`config.mk`:
```
export PLATFORM = sky130hd
export DESIGN_NAME = pif_irq_group
export DESIGN_NICKNAME = d
export VERILOG_FILES = /design/src/pif_irq_group.v
export VERILOG_INCLUDE_DIRS = /design/src /design/src/src
export SDC_FILE = /design/constraint.sdc
export NUM_CORES = 1
export LEC_CHECK = 0
export ABC_AREA = 0
export BUFFER_PORTS_ARGS = -buffer_cell sky130_fd_sc_hd__buf_4
export CELL_PAD_IN_SITES_DETAIL_PLACEMENT = 1
export CELL_PAD_IN_SITES_GLOBAL_PLACEMENT = 2
export CORE_MARGIN = 4
export CORE_UTILIZATION = 21
export CTS_CLUSTER_DIAMETER = 120
export DETAILED_ROUTE_END_ITERATION = 10
export GPL_TIMING_DRIVEN = 0
export PLACE_DENSITY = 0.73
export SLEW_MARGIN = 20
export SYNTH_ARGS = -nofsm -noshare
export SYNTH_HDL_FRONTEND = slang
export SYNTH_SLANG_ARGS = --single-unit
export TNS_END_PERCENT = 50
```
`constraint.sdc`:
```
create_clock -name pclk -period 2.1 [get_ports pclk]
set_clock_uncertainty 0.15 [all_clocks]
set_input_delay 0.42 -clock pclk [delete_from_list [all_inputs] [get_ports pclk]]
set_output_delay 0.42 -clock pclk [all_outputs]
set_load 0.05 [all_outputs]
```
`src/pif_regs.vh`:
```
// Register map, field positions and reset values of the peripheral interrupt group.
// Assumes an APB master with 32-bit data; each register is one aligned word.
`ifndef PIF_REGS_VH
`define PIF_REGS_VH

// ****************************************
// Offsets
// ****************************************
`define PIF_ENABLE_OFFSET 12'h08c
`define PIF_FLAGS_OFFSET 12'h00c
`define PIF_GROUP_CTRL_OFFSET 12'h010

// ****************************************
// Field positions
// ****************************************
`define PIF_BIT_PARPORT 3'h7
`define PIF_BIT_CONVERTER 3'h6
`define PIF_BIT_SERIAL_RX 3'h5
`define PIF_BIT_SERIAL_TX 3'h4
`define PIF_BIT_SYNC_SERIAL 3'h3
`define PIF_BIT_CAPCOMP1 3'h2
`define PIF_BIT_TIMER2 3'h1
`define PIF_BIT_TIMER1 3'h0
`define PIF_BIT_GLOBAL_EN 3'h7
`define PIF_BIT_GROUP_EN 3'h6

// ****************************************
// Reset values and write masks
// ****************************************
`define PIF_ENABLE_RESET 8'h00
`define PIF_FLAGS_RESET 8'h00
`define PIF_CTRL_RESET 8'h00
`define PIF_FLAGS_WMASK 8'hcf
`define PIF_CTRL_WMASK 8'hc0

`endif

```
`src/pif_irq_group.v`:
```
// Peripheral interrupt group: enable and flag registers with gated request output.
// Assumes an APB master on pclk; source event inputs are one-cycle pulses on pclk.
`timescale 1ns/1ps
`include "pif_regs.vh"

module pif_irq_group (
  input wire pclk,
  input wire presetn,
  input wire psel,
  input wire penable,
  input wire pwrite,
  input wire [11:0] paddr,
  input wire [31:0] pwdata,
  output reg [31:0] prdata,
  output wire pready,
  output wire pslverr,
  input wire [7:0] src_event,
  input wire serial_rx_flag,
  input wire serial_tx_flag,
  output wire peripheral_irq,
  output wire cpu_irq
);

  // ****************************************
  // Registers
  // ****************************************
  reg [7:0] peripheral_irq_enable;
  reg [7:0] flag_store;
  reg [7:0] global_irq_control;
  wire [7:0] peripheral_irq_flags;
  wire wr_access;
  wire hit_enable;
  wire hit_flags;
  wire hit_ctrl;
  wire [7:0] wbyte;
  wire [7:0] next_flags;

  // Bus decode; zero wait states
  assign pready = 1'b1;
  assign wr_access = psel & penable & pwrite;
  assign hit_enable = (paddr == `PIF_ENABLE_OFFSET);
  assign hit_flags = (paddr == `PIF_FLAGS_OFFSET);
  assign hit_ctrl = (paddr == `PIF_GROUP_CTRL_OFFSET);
  assign pslverr = psel & penable & ~(hit_enable | hit_flags | hit_ctrl);
  assign wbyte = pwdata[7:0];

  // ****************************************
  // Access strobes
  // ****************************************
  // Write strobes fire in the access phase, the cycle the transfer completes
  wire wr_enable_reg;
  wire wr_flags_reg;
  wire wr_ctrl_reg;
  // Read setup strobe loads the read data one cycle ahead of the access phase
  wire rd_setup;

  assign wr_enable_reg = wr_access & hit_enable;
  assign wr_flags_reg = wr_access & hit_flags;
  assign wr_ctrl_reg = wr_access & hit_ctrl;
  assign rd_setup = psel & ~penable & ~pwrite;

  // ****************************************
  // Enable register
  // ****************************************
  // Cleared on reset; every bit is plain read/write
  always @(posedge pclk or negedge presetn) begin
    if (!presetn) begin
      peripheral_irq_enable <= `PIF_ENABLE_RESET;
    end else if (wr_enable_reg) begin
      peripheral_irq_enable <= wbyte;
    end
  end

  // ****************************************
  // Global control register
  // ****************************************
  // Only the global and group enable bits exist; the rest read zero
  always @(posedge pclk or negedge presetn) begin
    if (!presetn) begin
      global_irq_control <= `PIF_CTRL_RESET;
    end else if (wr_ctrl_reg) begin
      global_irq_control <= wbyte & `PIF_CTRL_WMASK;
    end
  end

  // ****************************************
  // Source events
  // ****************************************
  // One pulse per source; the serial positions carry no event of their own
  wire parport_access_event;
  wire converter_done_event;
  wire sync_serial_event;
  wire capcomp1_event;
  wire timer2_match_event;
  wire timer1_overflow_event;
  wire [7:0] event_vec;

  assign parport_access_event = src_event[`PIF_BIT_PARPORT];
  assign converter_done_event = src_event[`PIF_BIT_CONVERTER];
  assign sync_serial_event = src_event[`PIF_BIT_SYNC_SERIAL];
  assign capcomp1_event = src_event[`PIF_BIT_CAPCOMP1];
  assign timer2_match_event = src_event[`PIF_BIT_TIMER2];
  assign timer1_overflow_event = src_event[`PIF_BIT_TIMER1];
  // Serial positions forced low so a stray pulse cannot latch there
  assign event_vec = {parport_access_event, converter_done_event, 2'b00,
                      sync_serial_event, capcomp1_event, timer2_match_event,
                      timer1_overflow_event};

  // ****************************************
  // Flag register
  // ****************************************
  // Software value on a write, else hold; an event in the same cycle wins
  assign next_flags = (wr_flags_reg ? wbyte : flag_store) | event_vec;

  // Flags latch regardless of any enable; only writable positions are stored
  always @(posedge pclk or negedge presetn) begin
    if (!presetn) begin
      flag_store <= `PIF_FLAGS_RESET;
    end else begin
      flag_store <= next_flags & `PIF_FLAGS_WMASK;
    end
  end

  // Serial flags follow their unit's buffer state and are read-only
  assign peripheral_irq_flags = {flag_store[7:6], serial_rx_flag, serial_tx_flag,
                                 flag_store[3:0]};

  // ****************************************
  // Named enable bits
  // ****************************************
  // One wire per source keeps the request equation readable
  wire parport_access_enable;
  wire converter_done_enable;
  wire serial_rx_enable;
  wire serial_tx_enable;
  wire sync_serial_enable;
  wire capcomp1_enable;
  wire timer2_match_enable;
  wire timer1_overflow_enable;

  assign parport_access_enable = peripheral_irq_enable[`PIF_BIT_PARPORT];
  assign converter_done_enable = peripheral_irq_enable[`PIF_BIT_CONVERTER];
  assign serial_rx_enable = peripheral_irq_enable[`PIF_BIT_SERIAL_RX];
  assign serial_tx_enable = peripheral_irq_enable[`PIF_BIT_SERIAL_TX];
  assign sync_serial_enable = peripheral_irq_enable[`PIF_BIT_SYNC_SERIAL];
  assign capcomp1_enable = peripheral_irq_enable[`PIF_BIT_CAPCOMP1];
  assign timer2_match_enable = peripheral_irq_enable[`PIF_BIT_TIMER2];
  assign timer1_overflow_enable = peripheral_irq_enable[`PIF_BIT_TIMER1];

  // ****************************************
  // Named flag bits
  // ****************************************
  // Serial flags are the input ports themselves, so they need no view here
  wire parport_access_flag;
  wire converter_done_flag;
  wire sync_serial_flag;
  wire capcomp1_flag;
  wire timer2_match_flag;
  wire timer1_overflow_flag;

  assign parport_access_flag = peripheral_irq_flags[`PIF_BIT_PARPORT];
  assign converter_done_flag = peripheral_irq_flags[`PIF_BIT_CONVERTER];
  assign sync_serial_flag = peripheral_irq_flags[`PIF_BIT_SYNC_SERIAL];
  assign capcomp1_flag = peripheral_irq_flags[`PIF_BIT_CAPCOMP1];
  assign timer2_match_flag = peripheral_irq_flags[`PIF_BIT_TIMER2];
  assign timer1_overflow_flag = peripheral_irq_flags[`PIF_BIT_TIMER1];

  // ****************************************
  // Source slots
  // ****************************************
  // Each slot asks for service while its flag and enable are both set
  wire parport_access_pending;
  wire converter_done_pending;
  wire serial_rx_pending;
  wire serial_tx_pending;
  wire sync_serial_pending;
  wire capcomp1_pending;
  wire timer2_match_pending;
  wire timer1_overflow_pending;

  // Parallel port access
  pif_src_slot u_slot_parport (
    .flag(parport_access_flag),
    .enable(parport_access_enable),
    .pending(parport_access_pending)
  );

  // Converter done
  pif_src_slot u_slot_converter (
    .flag(converter_done_flag),
    .enable(converter_done_enable),
    .pending(converter_done_pending)
  );

  // Serial receive buffer full
  pif_src_slot u_slot_serial_rx (
    .flag(serial_rx_flag),
    .enable(serial_rx_enable),
    .pending(serial_rx_pending)
  );

  // Serial transmit buffer empty
  pif_src_slot u_slot_serial_tx (
    .flag(serial_tx_flag),
    .enable(serial_tx_enable),
    .pending(serial_tx_pending)
  );

  // Synchronous serial port
  pif_src_slot u_slot_sync_serial (
    .flag(sync_serial_flag),
    .enable(sync_serial_enable),
    .pending(sync_serial_pending)
  );

  // Capture/compare one
  pif_src_slot u_slot_capcomp1 (
    .flag(capcomp1_flag),
    .enable(capcomp1_enable),
    .pending(capcomp1_pending)
  );

  // Timer2 period match
  pif_src_slot u_slot_timer2 (
    .flag(timer2_match_flag),
    .enable(timer2_match_enable),
    .pending(timer2_match_pending)
  );

  // Timer1 overflow
  pif_src_slot u_slot_timer1 (
    .flag(timer1_overflow_flag),
    .enable(timer1_overflow_enable),
    .pending(timer1_overflow_pending)
  );

  // ****************************************
  // Request outputs
  // ****************************************
  // Group and global enable bits of the control register
  wire peripheral_group_enable;
  wire global_irq_enable;
  wire group_pending;

  assign peripheral_group_enable = global_irq_control[`PIF_BIT_GROUP_EN];
  assign global_irq_enable = global_irq_control[`PIF_BIT_GLOBAL_EN];

  // Any source whose flag and enable are both set
  assign group_pending = parport_access_pending | converter_done_pending |
                         serial_rx_pending | serial_tx_pending |
                         sync_serial_pending | capcomp1_pending |
                         timer2_match_pending | timer1_overflow_pending;

  // Group enable blocks every source at once; the core also needs the global enable
  assign peripheral_irq = peripheral_group_enable & group_pending;
  assign cpu_irq = peripheral_irq & global_irq_enable;

  // ****************************************
  // Read data
  // ****************************************
  // Register selected by address; unmapped reads return zero
  reg [7:0] next_rdbyte;

  always @* begin
    next_rdbyte = 8'h00;
    if (hit_enable) begin
      next_rdbyte = peripheral_irq_enable;
    end else if (hit_flags) begin
      next_rdbyte = peripheral_irq_flags;
    end else if (hit_ctrl) begin
      next_rdbyte = global_irq_control;
    end
  end

  // Loaded in the setup cycle so the data stand for the whole access phase
  always @(posedge pclk or negedge presetn) begin
    if (!presetn) begin
      prdata <= 32'h00000000;
    end else if (rd_setup) begin
      prdata <= {24'h000000, next_rdbyte};
    end
  end

endmodule

// ****************************************
// One interrupt source slot
// ****************************************
// A source asks for service while its flag and its enable are both set
module pif_src_slot (
  input wire flag,
  input wire enable,
  output wire pending
);

  assign pending = flag & enable;

endmodule

```
# ---- Word level (Yosys, flattened, before mapping)
# Cells that the tools add are included.
dict set report totals {
  ff_bits 24
  latch_bits 0
  ram_bits 0
  rom_bits 0
  wordCells 42
  n_memories 0
}
dict set report op_classes {
  add_sub_neg 0
  mul 0
  n_div 0
  order_cmp 0
  eq_ne 3
  shift 0
  mux 4
  n_bitwise 31
  n_reduce_logical 0
}
# op n
set op_table {}
lappend op_table {{8-bit two-way mux} 4}
lappend op_table {{1-bit AND} 18}
lappend op_table {{12-bit by 4-bit equality test with 1-bit output, second input constant} 1}
lappend op_table {{12-bit by 5-bit equality test with 1-bit output, second input constant} 1}
lappend op_table {{12-bit by 8-bit equality test with 1-bit output, second input constant} 1}
lappend op_table {{1-bit bitwise OR} 9}
lappend op_table {{8-bit bitwise OR} 1}
lappend op_table {{1-bit NOT} 3}

# ---- Logic depth before layout (Yosys ltp)
dict set report logic_depth {
  word_depth 10
  ltp_mapped 5
  mapped_depth_nobuf 3
}

# ---- Cells and area by module
# Synthesis repeated with hierarchy kept, for this count alone.
dict set report unflattened {
  cells_unflattened 139
  hier_area_um2 1468.9
}
# mod instances cells_each area_each_um2 seq_area_each_um2
set by_module_without_submodules {}
lappend by_module_without_submodules {pif_irq_group 1 131 1418.9 600.6}
lappend by_module_without_submodules {pif_src_slot 8 1 6.3 0.0}

# ---- Worst setup path after synthesis
# No wires, ideal clock.
dict set report synth_timing {
  path_type {input port to output port}
  startpoint {in serial_tx_flag}
  endpoint {out cpu_irq}
  arrival_ns 1.926
  t_required_ns 1.530
  setup_slack_ns -0.396
  stages 3
  path_buffers 0
  cell_sequence {a22oi_1 > a41oi_1 > and2_1}
}
dict set report synth_between {
  elab_chain_cells 8
}
# element line
set synth_lines {}
lappend synth_lines {{start: declaration} pif_irq_group.v:19} ;# input wire serial_tx_flag,
lappend synth_lines {{1-bit AND} pif_irq_group.v:296} ;# assign pending = flag & enable;
lappend synth_lines {{1-bit bitwise OR (2 in series)} pif_irq_group.v:250} ;# serial_rx_pending | serial_tx_pending |
lappend synth_lines {{1-bit bitwise OR (2 in series)} pif_irq_group.v:251} ;# sync_serial_pending | capcomp1_pending |
lappend synth_lines {{1-bit bitwise OR} pif_irq_group.v:252} ;# timer2_match_pending | timer1_overflow_pending;
lappend synth_lines {{1-bit AND} pif_irq_group.v:255} ;# assign peripheral_irq = peripheral_group_enable & group_pending;
lappend synth_lines {{net peripheral_irq} pif_irq_group.v:20} ;# output wire peripheral_irq,
lappend synth_lines {{1-bit AND} pif_irq_group.v:256} ;# assign cpu_irq = peripheral_irq & global_irq_enable;
lappend synth_lines {{end: declaration} pif_irq_group.v:21} ;# output wire cpu_irq
# The timed path passes the listed nets, and every way through them passes these cells.

# ---- Worst setup path after layout
dict set report layout_timing {
  startpoint {in paddr[9]}
  endpoint {out pslverr}
}
dict set report layout_between {
  elab_chain_cells 5
  elab_cells_between_ends 7
}
# element line
set layout_lines {}
lappend layout_lines {{start: declaration} pif_irq_group.v:12} ;# input wire [11:0] paddr,
lappend layout_lines {{12-bit by 8-bit equality test with 1-bit output (no line) / 12-bit by 4-bit equality test with 1-bit output (equally long branches)} -}
lappend layout_lines {{1-bit bitwise OR} pif_irq_group.v:44} ;# assign pslverr = psel & penable & ~(hit_enable | hit_flags | hit_ctrl);
lappend layout_lines {{1-bit bitwise OR *} pif_irq_group.v:44}
lappend layout_lines {{1-bit NOT *} pif_irq_group.v:44}
lappend layout_lines {{1-bit AND *} pif_irq_group.v:44}
lappend layout_lines {{end: declaration} pif_irq_group.v:16} ;# output wire pslverr,
# Mark *: on every way between the ends. The rest lies on a longest branch, timed or not.

==> key figures <==
Setup path
  – CP peak stage delay: between 0.5 and 0.6 ns
  – Reg2reg setup slack: ~0.95 ns
  – CP max stage cell: or4_4
  – CP Launch Type: input port
  – Crit. End Element: output pin
  – WP data required: between 1.5 and 2 ns
  – Worst-path cell chain: buf_6 -> or4_4 -> buf_6 -> or2_4 -> o211a_4 -> buf_8
  – Critical path arrival: about 1.8 ns
  – CP most frequent cell: buf_6
  – Crit path max fanout: 2
  – WS Path Type: in2out

Place
  – GPL Wtd Cong: around 0.74
  – Dpl hpwl: around 3.2 mm
  – I/O Buffers: 43
  – Pre-CTS setup slack: -0.410 ns

Power and ir drop
  – Max VDD drop: around 0.15 mV
  – Leak: 1.11 nW
  – Pwr dens: ~480 nW/um^2

Finish
  – Synthesis-to-finish area growth: 45.5%
  – FILL cells: a little over 800
  – Most common cell after layout, fill and taps aside: buf_4
  – # diodes: 0
  – Layout Nets: around 280
  – Layout cells sized above 1: between 40% and 50%
  – Commonest non-fill, non-tap cells in the layout: buf_4 (67), conb_1 (25), dfrtp_1 (24), inv_1 (14), mux2_4 (9)

Global routing
  – Number of global-route vias before repair: between 1000 and 1500
  – Initial antenna violation count: 0
  – Grt total ovfl: 0
  – First-pass GRT wire length: between 6 and 7 mm
  – Largest net degree at the start of global routing: 25
  – Total track usage: 9.62%

Detailed routing
  – TritonRoute pass-1 iters: 6
  – Number of vias per cell: around 4
  – Antenna Nets Post-Route: 0
  – Drt initial violations: between 50 and 60
  – Vias: 1216
  – Total Wirelength: 3.98 mm
  – Drt wl/cell: about 13 um
  – # DRC: 0

Clock tree
  – Total clock sinks: 24
  – CTS Buffer Depth: 2
  – CTS tree: done
  – H-tree depth: 1
  – Total CTS buffers: 3
  – Clock transition at path regs: ~0.090 ns
  – Clock Latency Late Sink: 0.28 ns
  – CTS Root Buffer Type: clkbuf_8

Timing
  – Tcrit/Tclk final: 112%
  – Endpoints failing hold: 0
  – Setup Viol. Count Final: 3
  – Worst setup margin: -0.262 ns
  – RSZ-0062 raised after global routing: true
  – F_max: between 400 and 500 MHz
  – Setup TNS: -0.323 ns
  – Hold_ws: a little under 0.2 ns
  – Max-slew violations: 0
  – Crit path time final: between 2 and 2.5 ns

Run
  – Max_cap viols: 0

Floorplanning
  – Die Span Y: between 90 and 100 um
  – Num ports: 95
  – Row cnt: 30
  – Starting density of the core: between 20% and 30%
  – Die Footprint: 8510 sq um
  – Core Box Area: about 7000 sq um
  – Die Width: a little over 90 um

Synthesis
  – Post-synth top area share: slightly above 40%
  – #FFs+latches synth: 24
  – Adder-Cell Fraction of Synth Area: 0%
  – Simple-Gate Fraction of Synth Area: 11.8%
  – Cell Area, Synth: between 1000 and 1500 sq um
  – Cell taking the most area after synthesis: dfrtp_1
  – Seq/Total Area, Yosys: between 40% and 50%
  – Complex-gate fraction of the synthesized area: between 10% and 20%
  – Synth area leaders: dfrtp_1 (40%), buf_4 (13%), mux2_4 (9.1%)
  – Post-synthesis xor/xnor area fraction: 0%
  – Mux cell area share after synthesis: about 14%
  – Synthesized instance count: between 100 and 150
  – Netlist cell types: 30
  – Main combinational cell family by area after synthesis: buffers and inverters
  – Average size of a mapped cell: 10.5 sq um
  – Warning count from the yosys run: 0

Hold path
  – HP Class: in2reg

Run status
  – Status: finished with violations
  – Failing checks: negative setup slack
[cells by family after synthesis]
family,count (synthesis)
buffers and inverters,45
AOI/OAI and AO/OA,29
and+or+nand+nor,26
DFF,24
muxes,16
other,2
[through the flow]
| step | utilization (%) | instances | power (mW) | cell area (sq um) |
|---|---|---|---|---|
| 2_1_floorplan | - | 165 | 0.643 | 1600 |
| 3_3_place_gp | 29.9 | 304 | 0.717 | 2040 |
| 3_5_place_dp | 29.9 | 304 | 0.718 | 2040 |
| 4_1_cts | 31.6 | 312 | 1.05 | 2160 |
| 5_1_grt | 31.7 | 312 | 1.09 | 2170 |
| 6_report | 31.7 | 312 | 1.05 | 2170 |
[critical path: cells and delay by family]
| family | cells | cell delay, ns |
|---|---|---|
| and+or+nand+nor | 2 | 0.77 |
| AOI/OAI and AO/OA | 1 | 0.23 |
| buffers and inverters | 3 | 0.36 |
[final timing paths]
check | startpoint | to | cells past startpoint
setup / recovery | paddr[9] | pslverr | 6
hold / removal | src_event[2] | flag_store[2]$_DFF_PN0_ | 3
setup reg to reg | flag_store[6]$_DFF_PN0_ | prdata[6]$_DFFE_PN0P_ | 3
hold reg to reg | prdata[6]$_DFFE_PN0P_ | prdata[6]$_DFFE_PN0P_ | 2
max in group asynchronous | presetn | peripheral_irq_enable[1]$_DFFE_PN0P_ | 2
min in group asynchronous | presetn | peripheral_irq_enable[3]$_DFFE_PN0P_ | 2
[what timing repair did]
action,4_1_cts,5_1_grt
setup endpoints to repair,10,9
pin swaps,2,3
hold endpoints to repair,24,0
hold buffers,1,0
setup buffers,3,1
gates resized for setup,9,3
[where the power goes]
part | internal, mW | total, mW | switching (mW)
clock | 0.168 | 0.328 | 0.160
combinational | 0.0955 | 0.255 | 0.160
sequential | 0.462 | 0.462 | 0.000258
total | 0.725 | 1.05 | 0.320
[layout make-up]
| cell class | count | area, sq um | share of cell area [%] |
|---|---|---|---|
| plain buffers | 30 | 230 | 10.6 |
| clock buffers | 4 | 55.1 | 2.54 |
| inverters | 14 | 52.6 | 2.42 |
| multi-input cells | 96 | 724 | 33.4 |
| flip-flops and latches | 24 | 601 | 27.7 |
| well taps | 96 | 120 | 5.54 |
| repair buffers | 48 | 385 | 17.8 |
[sequential cells by signal, indices dropped and copies added, names as in the netlist]
| register | count |
|---|---|
| peripheral_irq_enable | 8 |
| global_irq_control | 2 |
| flag_store | 6 |
| prdata | 8 |
[metal layers]
| metal | global-route usage, % | up-vias | routed length, um |
|---|---|---|---|
| met3 | 1.80 | 7 | 172 |
| met1 | 12.1 | 571 | 1710 |
| met2 | 15.4 | 35 | 1980 |
| met5 | 0 | - | 0 |
| li1 | - | 603 | - |
| met4 | 5.45 | 0 | 122 |
[synth_stat cells]
cell,number
nand4bb_1,1
a41oi_1,1
nor4b_2,1
dfrtp_1,24
buf_6,2
and2_1,1
buf_2,1
clkbuf_1,2
o41ai_1,8
o211a_1,1
conb_1,2
nand3_1,1
o211ai_1,6
nor2_1,4
inv_1,14
mux2i_1,7
or3b_1,1
o21ai_1,6
nand4b_1,1
nand2_1,8
nand3b_1,1
or4_4,3
or4b_4,1
or2_1,1
a2bb2oi_1,2
or4_1,2
a31oi_1,1
a22oi_1,4
mux2_4,9
buf_4,26
Note: power is estimated with default switching activity, not from simulation.
